[config.mk]
export PLATFORM = sky130hd
export DESIGN_NAME = ffh_frame_sync
export DESIGN_NICKNAME = d
export VERILOG_FILES = /design/src/core/ffh_frame_sync.v /design/src/core/ffh_fifo.v
export VERILOG_INCLUDE_DIRS = /design/src /design/src/core
export SDC_FILE = /design/constraint.sdc
export NUM_CORES = 1
export LEC_CHECK = 0
export ABC_AREA = 1
export BUFFER_PORTS_ARGS = -buffer_cell sky130_fd_sc_hd__buf_4
export CELL_PAD_IN_SITES_DETAIL_PLACEMENT = 0
export CELL_PAD_IN_SITES_GLOBAL_PLACEMENT = 1
export CORE_MARGIN = 2
export CORE_UTILIZATION = 45
export CTS_CLUSTER_SIZE = 25
export DETAILED_ROUTE_END_ITERATION = 10
export GPL_ROUTABILITY_DRIVEN = 0
export HOLD_SLACK_MARGIN = 0.12
export PLACE_DENSITY = 0.78
export SLEW_MARGIN = 20
export SYNTH_ARGS = -nofsm -noshare
export SYNTH_HDL_FRONTEND = slang
export SYNTH_SLANG_ARGS = --single-unit
[constraint.sdc]
create_clock -name sys_clk_in -period 4.8 [get_ports sys_clk_in]
set_clock_uncertainty 0.15 [all_clocks]
set_input_delay 1.44 -clock sys_clk_in [delete_from_list [all_inputs] [get_ports sys_clk_in]]
set_output_delay 1.44 -clock sys_clk_in [all_outputs]
set_load 0.02 [all_outputs]
[src/core/ffh_defs.vh]
// Purpose: shared constants of the frame sync command handler
// Assumes: 125 MHz system clock, parallel command lines on the link
// Notes:   definitions only
`ifndef FFH_DEFS_VH
`define FFH_DEFS_VH

// --------
// command codes on the synchronous command lines
// --------
`define FFH_CMD_W          2
`define FFH_CMD_NONE       2'h0
`define FFH_CMD_LOAD_IDX   2'h1
`define FFH_CMD_FRAME_BEG  2'h2
`define FFH_CMD_SEG_BEG    2'h3

// --------
// field widths of the hit record {frame, slice, time}
// --------
`define FFH_FRAME_W        16
`define FFH_SLICE_W        12
`define FFH_TICK_W         16
`define FFH_REC_W          44
`define FFH_FRAME_ZERO     16'h0000
`define FFH_SLICE_ZERO     12'h000
`define FFH_TICK_ZERO      16'h0000
`define FFH_SLICE_ONE      12'h001
`define FFH_TICK_ONE       16'h0001

// --------
// buffering
// --------
`define FFH_FIFO_DEPTH     4
`define FFH_FIFO_AW        2

// --------
// timing: settle delay before the config port is ready
// --------
`define FFH_CLK_PERIOD_NS  8
`define FFH_CFG_DELAY_NS   1000
`define FFH_CFG_DELAY_CYC  ((`FFH_CFG_DELAY_NS + `FFH_CLK_PERIOD_NS - 1) / `FFH_CLK_PERIOD_NS)
`define FFH_CFG_CNT_W      8

`endif

[src/core/ffh_frame_sync.v]
// Purpose: front-end handler of broadcast frame/slice timing commands
// Assumes: global clock and command lines arrive as pins, sampled here
// Notes:   hit records {frame, slice, time} leave through a 4-word fifo
//
// Functional notes
// - load-index near each frame end except last; last frame-begin closes.
// - frame-begin opens first slice and closes last slice with frame.
// - inside an active frame, segment-begin closes and opens a slice.
// - time runs uniformly from frame start; each hit is stamped.
// - internal tick counter wraps from maximum back to zero.
// - zero method clears time base at frame start; tick locked to clock.
// - capture method stores tick at slice start; hit time is difference.
// - pending index has valid flag: cleared initially and by frame-begin.
// - load-index stores the frame number and marks pending valid.
// - frame-active status kept; hits tagged with frame and slice.
// - reset has top priority, stops hits and sending, drops buffers.
// - reset clears active and pending valid; config ready after delay (code restarts the delay on rst_n_in only).
// - all synchronous commands ignored while reset is asserted.
// - after release commands act; frame-begin depends on active and valid.
// - frame-begin with valid pending: time step, load index, slice zero.
// - inactive with valid pending starts frame; without it, ignored.
// - active with invalid pending closes frame, keeps draining data.
`include "ffh_defs.vh"

module ffh_frame_sync (
    input  wire                    sys_clk_in,
    input  wire                    rst_n_in,
    input  wire                    gclk_in,
    input  wire                    fe_reset_in,
    input  wire [`FFH_CMD_W-1:0]   cmd_code_in,
    input  wire [`FFH_FRAME_W-1:0] cmd_frame_in,
    input  wire                    method_capture_in,
    input  wire                    hit_in,
    input  wire                    out_ready_in,
    output reg                     out_valid_out,
    output reg  [`FFH_REC_W-1:0]   out_data_out,
    output reg                     frame_active_out,
    output reg                     pending_valid_out,
    output reg  [`FFH_FRAME_W-1:0] frame_index_out,
    output reg  [`FFH_SLICE_W-1:0] slice_count_out,
    output reg                     digitizing_out,
    output reg                     cfg_ready_out,
    output reg                     hit_overflow_out
);

    // --------
    // pin synchronisers
    // --------
    // two stages each; stage two feeds logic, and clock and hit add a third delay flop for the edge detect
    reg                    gclk_s1_r;
    reg                    gclk_s2_r;
    reg                    gclk_d_r;
    reg                    rst_s1_r;
    reg                    rst_s2_r;
    reg                    hit_s1_r;
    reg                    hit_s2_r;
    reg                    hit_d_r;
    reg [`FFH_CMD_W-1:0]   cmd_s1_r;
    reg [`FFH_CMD_W-1:0]   cmd_s2_r;
    reg [`FFH_FRAME_W-1:0] frm_s1_r;
    reg [`FFH_FRAME_W-1:0] frm_s2_r;

    // command lines travel with the clock pin, so same latency keeps
    // them aligned to the detected edge
    always @(posedge sys_clk_in) begin
        if (!rst_n_in) begin
            gclk_s1_r <= 1'b1; // high: no false edge after reset
            gclk_s2_r <= 1'b1;
            gclk_d_r  <= 1'b1;
            rst_s1_r  <= 1'b1;
            rst_s2_r  <= 1'b1;
            hit_s1_r  <= 1'b0;
            hit_s2_r  <= 1'b0;
            hit_d_r   <= 1'b0;
            cmd_s1_r  <= `FFH_CMD_NONE;
            cmd_s2_r  <= `FFH_CMD_NONE;
            frm_s1_r  <= `FFH_FRAME_ZERO;
            frm_s2_r  <= `FFH_FRAME_ZERO;
        end else begin
            gclk_s1_r <= gclk_in;
            gclk_s2_r <= gclk_s1_r;
            gclk_d_r  <= gclk_s2_r;
            rst_s1_r  <= fe_reset_in;
            rst_s2_r  <= rst_s1_r;
            hit_s1_r  <= hit_in;
            hit_s2_r  <= hit_s1_r;
            hit_d_r   <= hit_s2_r;
            cmd_s1_r  <= cmd_code_in;
            cmd_s2_r  <= cmd_s1_r;
            frm_s1_r  <= cmd_frame_in;
            frm_s2_r  <= frm_s1_r;
        end
    end

    // --------
    // command decode
    // --------
    wire gclk_rise;
    wire in_reset;
    wire hit_rise;
    wire cmd_load;
    wire cmd_frame;
    wire cmd_seg;

    assign gclk_rise = gclk_s2_r & ~gclk_d_r;
    assign in_reset  = rst_s2_r;
    assign hit_rise  = hit_s2_r & ~hit_d_r;
    // reset masks every command while it is held
    assign cmd_load  = gclk_rise & ~in_reset &
                       (cmd_s2_r == `FFH_CMD_LOAD_IDX);
    assign cmd_frame = gclk_rise & ~in_reset &
                       (cmd_s2_r == `FFH_CMD_FRAME_BEG);
    assign cmd_seg   = gclk_rise & ~in_reset &
                       (cmd_s2_r == `FFH_CMD_SEG_BEG);

    // --------
    // frame state
    // --------
    reg                    active_r;
    reg                    pend_valid_r;
    reg [`FFH_FRAME_W-1:0] pend_idx_r;
    reg [`FFH_FRAME_W-1:0] frame_idx_r;
    reg [`FFH_SLICE_W-1:0] slice_r;
    reg                    digit_r;

    wire frame_open;
    wire frame_close;

    // a valid pending index always opens a new frame, whether or not
    // one was already running (back-to-back frames in a batch)
    assign frame_open  = cmd_frame & pend_valid_r;
    assign frame_close = cmd_frame & active_r & ~pend_valid_r;

    // the state machine of the frame handler
    always @(posedge sys_clk_in) begin
        if (!rst_n_in || in_reset) begin
            active_r     <= 1'b0;
            pend_valid_r <= 1'b0;
            digit_r      <= 1'b0;
            pend_idx_r   <= `FFH_FRAME_ZERO;
            frame_idx_r  <= `FFH_FRAME_ZERO;
            slice_r      <= `FFH_SLICE_ZERO;
        end else begin
            if (cmd_load) begin
                pend_idx_r   <= frm_s2_r;
                pend_valid_r <= 1'b1;
            end else if (cmd_frame) begin
                pend_valid_r <= 1'b0;
            end
            if (frame_open) begin
                frame_idx_r <= pend_idx_r;
                slice_r     <= `FFH_SLICE_ZERO;
                active_r    <= 1'b1;
                digit_r     <= 1'b1;
            end else if (frame_close) begin
                active_r    <= 1'b0;
                digit_r     <= 1'b0;
            end else if (cmd_seg && active_r) begin
                slice_r     <= slice_r + `FFH_SLICE_ONE;
            end
            // frame-begin while inactive with no pending: no action
        end
    end

    // --------
    // time base
    // --------
    // tick runs at the system clock, 8x the global clock and locked to
    // it through the sampled edge, so frame zero lands on a global edge
    reg [`FFH_TICK_W-1:0] tick_r;
    reg [`FFH_TICK_W-1:0] slice_t0_r;

    wire slice_start;
    assign slice_start = frame_open | (cmd_seg & active_r);

    always @(posedge sys_clk_in) begin
        if (!rst_n_in) begin
            tick_r     <= `FFH_TICK_ZERO;
            slice_t0_r <= `FFH_TICK_ZERO;
        end else begin
            if (frame_open && !method_capture_in) begin
                tick_r <= `FFH_TICK_ZERO;
            end else begin
                tick_r <= tick_r + `FFH_TICK_ONE;
            end
            if (slice_start && method_capture_in) begin
                slice_t0_r <= tick_r;
            end
        end
    end

    // hit time: raw tick, or modular difference from the slice start
    wire [`FFH_TICK_W-1:0] hit_time;
    assign hit_time = method_capture_in ? (tick_r - slice_t0_r)
                                        : tick_r;

    // --------
    // hit capture into the fifo
    // --------
    // one holding slot in front of the fifo; a hit arriving while the
    // slot is still blocked is dropped and flagged, since a pin hit
    // cannot be stalled
    reg                  hold_valid_r;
    reg [`FFH_REC_W-1:0] hold_data_r;
    reg                  ovf_r;

    wire                  fifo_in_ready;
    wire                  fifo_out_valid;
    wire [`FFH_REC_W-1:0] fifo_out_data;
    wire                  fifo_pop;
    wire                  hold_take;

    assign hold_take = hold_valid_r & fifo_in_ready;

    always @(posedge sys_clk_in) begin
        if (!rst_n_in || in_reset) begin
            hold_valid_r <= 1'b0;
            hold_data_r  <= {`FFH_REC_W{1'b0}};
            ovf_r        <= 1'b0;
        end else begin
            if (hit_rise && digit_r &&
                    (!hold_valid_r || hold_take)) begin
                hold_valid_r <= 1'b1;
                hold_data_r  <= {frame_idx_r, slice_r, hit_time};
            end else if (hold_take) begin
                hold_valid_r <= 1'b0;
            end
            if (hit_rise && digit_r && hold_valid_r && !hold_take) begin
                ovf_r <= 1'b1;
            end
        end
    end

    ffh_fifo #(
        .WIDTH (`FFH_REC_W),
        .DEPTH (`FFH_FIFO_DEPTH),
        .AW    (`FFH_FIFO_AW)
    ) u_fifo (
        .clk_in        (sys_clk_in),
        .rst_n_in      (rst_n_in),
        .flush_in      (in_reset),
        .in_valid_in   (hold_valid_r),
        .in_ready_out  (fifo_in_ready),
        .in_data_in    (hold_data_r),
        .out_valid_out (fifo_out_valid),
        .out_ready_in  (fifo_pop),
        .out_data_out  (fifo_out_data)
    );

    // --------
    // output stage
    // --------
    // registered stage keeps outputs on flops; it keeps draining after
    // a frame closes and only reset stops it
    assign fifo_pop = fifo_out_valid & ~in_reset &
                      (~out_valid_out | out_ready_in);

    always @(posedge sys_clk_in) begin
        if (!rst_n_in || in_reset) begin
            out_valid_out <= 1'b0;
            out_data_out  <= {`FFH_REC_W{1'b0}};
        end else if (fifo_pop) begin
            out_valid_out <= 1'b1;
            out_data_out  <= fifo_out_data;
        end else if (out_ready_in) begin
            out_valid_out <= 1'b0;
        end
    end

    // --------
    // configuration readiness after reset
    // --------
    // the config port is held off for a settle time after each rst_n_in reset; fe_reset_in does not restart it
    reg [`FFH_CFG_CNT_W-1:0] cfg_cnt_r;

    always @(posedge sys_clk_in) begin
        if (!rst_n_in) begin
            cfg_cnt_r     <= {`FFH_CFG_CNT_W{1'b0}};
            cfg_ready_out <= 1'b0;
        end else if (cfg_cnt_r ==
                     `FFH_CFG_DELAY_CYC) begin
            cfg_ready_out <= 1'b1;
        end else begin
            cfg_cnt_r     <= cfg_cnt_r + {{(`FFH_CFG_CNT_W-1){1'b0}}, 1'b1};
            cfg_ready_out <= 1'b0;
        end
    end

    // --------
    // status outputs, one flop each
    // --------
    always @(posedge sys_clk_in) begin
        if (!rst_n_in) begin
            frame_active_out  <= 1'b0;
            pending_valid_out <= 1'b0;
            frame_index_out   <= `FFH_FRAME_ZERO;
            slice_count_out   <= `FFH_SLICE_ZERO;
            digitizing_out    <= 1'b0;
            hit_overflow_out  <= 1'b0;
        end else begin
            frame_active_out  <= active_r;
            pending_valid_out <= pend_valid_r;
            frame_index_out   <= frame_idx_r;
            slice_count_out   <= slice_r;
            digitizing_out    <= digit_r;
            hit_overflow_out  <= ovf_r;
        end
    end

endmodule // ffh_frame_sync

[src/core/ffh_fifo.v]
// Purpose: small synchronous fifo for hit records
// Assumes: single clock, synchronous active-low reset
// Notes:   flush_in empties the fifo in one cycle
module ffh_fifo #(
    parameter WIDTH = 44,
    parameter DEPTH = 4,
    parameter AW    = 2
) (
    input  wire             clk_in,
    input  wire             rst_n_in,
    input  wire             flush_in,
    input  wire             in_valid_in,
    output wire             in_ready_out,
    input  wire [WIDTH-1:0] in_data_in,
    output wire             out_valid_out,
    input  wire             out_ready_in,
    output wire [WIDTH-1:0] out_data_out
);

    reg [WIDTH-1:0] mem_r [0:DEPTH-1];
    reg [AW-1:0]    wr_ptr_r;
    reg [AW-1:0]    rd_ptr_r;
    reg [AW:0]      count_r;

    wire push;
    wire pop;

    // --------
    // handshakes and honest full/empty
    // --------
    assign in_ready_out  = (count_r != DEPTH[AW:0]);
    assign out_valid_out = (count_r != {(AW+1){1'b0}});
    assign out_data_out  = mem_r[rd_ptr_r];
    assign push          = in_valid_in & in_ready_out;
    assign pop           = out_valid_out & out_ready_in;

    // storage; no reset needed, contents qualified by count
    always @(posedge clk_in) begin
        if (push) begin
            mem_r[wr_ptr_r] <= in_data_in;
        end
    end

    // pointers wrap naturally since depth is a power of two
    always @(posedge clk_in) begin
        if (!rst_n_in || flush_in) begin
            wr_ptr_r <= {AW{1'b0}};
            rd_ptr_r <= {AW{1'b0}};
            count_r  <= {(AW+1){1'b0}};
        end else begin
            if (push) begin
                wr_ptr_r <= wr_ptr_r + {{(AW-1){1'b0}}, 1'b1};
            end
            if (pop) begin
                rd_ptr_r <= rd_ptr_r + {{(AW-1){1'b0}}, 1'b1};
            end
            case ({push, pop})
                2'b10:   count_r <= count_r + {{AW{1'b0}}, 1'b1};
                2'b01:   count_r <= count_r - {{AW{1'b0}}, 1'b1};
                default: count_r <= count_r;
            endcase
        end
    end

endmodule // ffh_fifo

==> flow_metrics.tcl <==
set metrics [dict create \
    status "finished, final reports clean" \
    regMostFlops "u_fifo.mem_r" \
    cp_cell_sequence "buf_4, clkinv_1, a21oi_4, inv_2, o21ai_0, a21oi_1" \
    cts_tree "built" \
    netlist_instances 1728 \
    place_hpwl_um 21100 \
    synthAdderAreaFrac 0.0206 \
    grt_use_total 0.187 \
    dr_total_vias 11400 \
    synth_fp_nets 1779 \
    synth_xor_area_frac 0.00795 \
    insertion_delay_ps 540 \
    reg2reg_depth 8 \
    post-cts-setup-buffers 0 \
    p_int_uw 5940 \
    cts_max_level 2 \
    final_common_cell "dfxtp_1" \
    crit_path_end_kind "flop" \
    slew_headroom 0.340 \
    hold_viol_final 0 \
    grt_pass1_vias 10700 \
    synth_area_um2 16500 \
    setup_tns_ps 0 \
    synth_area_per_cell_um2 9.56 \
    leakagePower_uw 0.00796 \
    p_comb_frac 0.016 \
    antenna_left 0 \
    p_sw_frac 0.197 \
    path_class "input pin to flop" \
    rr_endpoint "slice_t0_r[3]" \
    clock.fmax_mhz 339 \
    hold_path_startpoint "frm_s1_r[6]" \
    grt_first_pass_wirelength_um 57300 \
    wl_um 35200 \
    ir_worst_vdd_uv 271 \
    ctsLongestPathBuffers 3 \
    power.switching_uw 1460 \
    cts_made_buffers 45 \
    nFillCells 3286 \
    drcViolationCount 0 \
    ys_ff_latch 436 \
    reg2reg_slack_ps 2280 \
    cts_hold_buf 0 \
    worstPathMaxFanout 21 \
    hold_class "flop to flop" \
    worstSetupStartpointType "input pin" \
    multi_input_area_um2 4960 \
    regArea_um2 10500 \
    top_regs "u_fifo.mem_r: 176 flops, hold_data_r: 44 flops, out_data_out: 44 flops" \
    vias_per_cell 4.93 \
    synth-seq-area-share 0.635 \
    synth_warnings 0 \
    fp.coreArea_um2 36300 \
    period_share 0.615 \
    die_width_um 196 \
    cp.required_ps 5080 \
    rows 70 \
    min_period_ps 2950 \
    synth_top_family_by_area "simple AND/OR/NAND/NOR gates" \
    synth_compound_area_frac 0.130 \
    overflow 0 \
    start_util 0.454 \
    muxShareOfSynthArea 0 \
    setup_slack_ps 1850 \
    maxCapViolations 0 \
    power_frac_seq 0.521 \
    cp-startpoint "method_capture_in" \
    dr.pass1.iters 5 \
    power-per-cell-area_nw_per_um2 387 \
    dieArea_um2 38200 \
    die_height_um 196 \
    io_buffers 102 \
    clockPowerShare 0.463 \
    place_ws_ps 1300 \
    worstReg2RegStart "in_reset" \
    synth_cell_types 41 \
    cts.sinks 436 \
    wl_per_cell_um 15.2 \
    antenna_found_initial 0 \
    root_buffer "clkbuf_16" \
    drive_gt1_frac 0.119 \
    path_clk_slew_ps 60 \
    synth-simple-area-share 0.140 \
    report.final.slew_viol_count 0 \
    critPathArrivalTime_ps 3230 \
    setup_viol 0 \
    drt_iter0_drc 819 \
    layout_common_cells "259 x dfxtp_1, 257 x nor2_1, 217 x o21ai_0, 215 x nand2_1, 189 x inv_1" \
    syn_to_final_growth_pct 15.8 \
    critPathSlowestCell "a21oi_4" \
    grt_max_degree 94 \
    cp-endpoint "slice_t0_r[3]" \
    nets 1856 \
    largest_reg_flops 176 \
    slowest_delay_ps 610 \
    pin_count 103 \
    cts_resized 0 \
    tightest_slew_ps 988 \
    rsz0062_at_grt "false" \
]
## cells in the mapped netlist
master	instances	area (µm²)
nor3b_1	3	22.5
dfxtp_1	260	5200
buf_1	14	52.6
xor2_1	12	105
nor3_1	17	85.1
clkbuf_1	49	184
nor4_1	1	6.26
edfxtp_1	176	5290
nand2_2	4	25.0
inv_1	189	709
a21oi_4	1	16.3
o21a_1	1	7.51
nor3_4	2	32.5
ha_1	24	300
nor2_8	1	20.0
o21ai_2	1	8.76
or2_2	7	43.8
and3_1	1	6.26
nand4_1	5	31.3
a31oi_1	45	282
nand3_1	33	165
a21oi_1	126	631
nor3_2	2	20.0
fa_1	2	40.0
o21bai_1	1	7.51
a211oi_1	2	15.0
o21ai_1	15	75.1
buf_4	2	15.0
nor2_2	4	25.0
xnor2_1	3	26.3
and2_1	1	6.26
nand3_2	2	20.0
o31ai_2	1	12.5
nor2_4	1	11.3
o21ai_0	217	1090
clkinv_1	3	11.3
buf_2	17	85.1
nor2_1	261	980
buf_6	3	33.8
inv_2	4	15.0
nand2_1	215	807
## metrics by stage
stage	total power (µW)	hold slack [ps]	util	instances	area, µm²
floorplan	4010	240	-	1728	16500
detailed placement	4050	245	0.485	2226	17600
CTS	7470	259	0.526	2309	19100
global route	7640	274	0.526	2309	19100
finish	7400	259	0.526	2310	19100
global placement	4050	243	0.485	2226	17600
## worst max-delay path, delay by kind of cell
kind | cells | cell delay, ps
AOI/OAI and AO/OA | 3 | 860
buffers and inverters | 3 | 920
## how the worst min path moves through the flow
stage             endpoint  cells past startpoint
6_report       frm_s2_r[6]                      2
2_1_floorplan  cmd_s2_r[0]                      2
5_1_grt        frm_s2_r[6]                      2
3_3_place_gp   frm_s2_r[8]                      2
3_5_place_dp   frm_s2_r[6]                      2
4_1_cts        frm_s2_r[6]                      2
## logic make-up after synthesis
| family | after synthesis |
|---|---|
| DFF | 436 |
| and+or+nand+nor | 560 |
| buffers and inverters | 281 |
| adders and majority gates | 26 |
| xor gates and xnor gates | 15 |
| AOI/OAI and AO/OA | 410 |
## power groups by stage
stage | sequential (µW) | combinational [µW] | clock, µW
2_1_floorplan | 3930 | 81.1 | 0
3_3_place_gp | 3930 | 115 | 0
3_5_place_dp | 3930 | 118 | 0
4_1_cts | 3850 | 118 | 3500
5_1_grt | 3850 | 135 | 3650
6_report | 3850 | 117 | 3430
## layer usage
| layer | wire length (µm) | track usage | part of all wire | vias to the layer above |
|---|---|---|---|---|
| met1 | 16900 | 0.261 | 0.48 | 5234 |
| li1 | - | - | - | 5870 |
| met2 | 16100 | 0.302 | 0.46 | 225 |
| met5 | 0 | 0 | 0 | - |
| met4 | 663 | 0.0526 | 0.019 | 0 |
| met3 | 1530 | 0.0295 | 0.043 | 48 |
## area by class of cell
class                      instances  area share
sequential                       436       0.549
timing repair buffer             115      0.0452
clock inverter                    18     0.00936
multi-input combinational       1011       0.259
tap                              468      0.0306
antenna                            1    0.000131
inverter                         196      0.0385
clock buffer                      65      0.0681
Note: power is estimated with default switching activity, not from simulation.
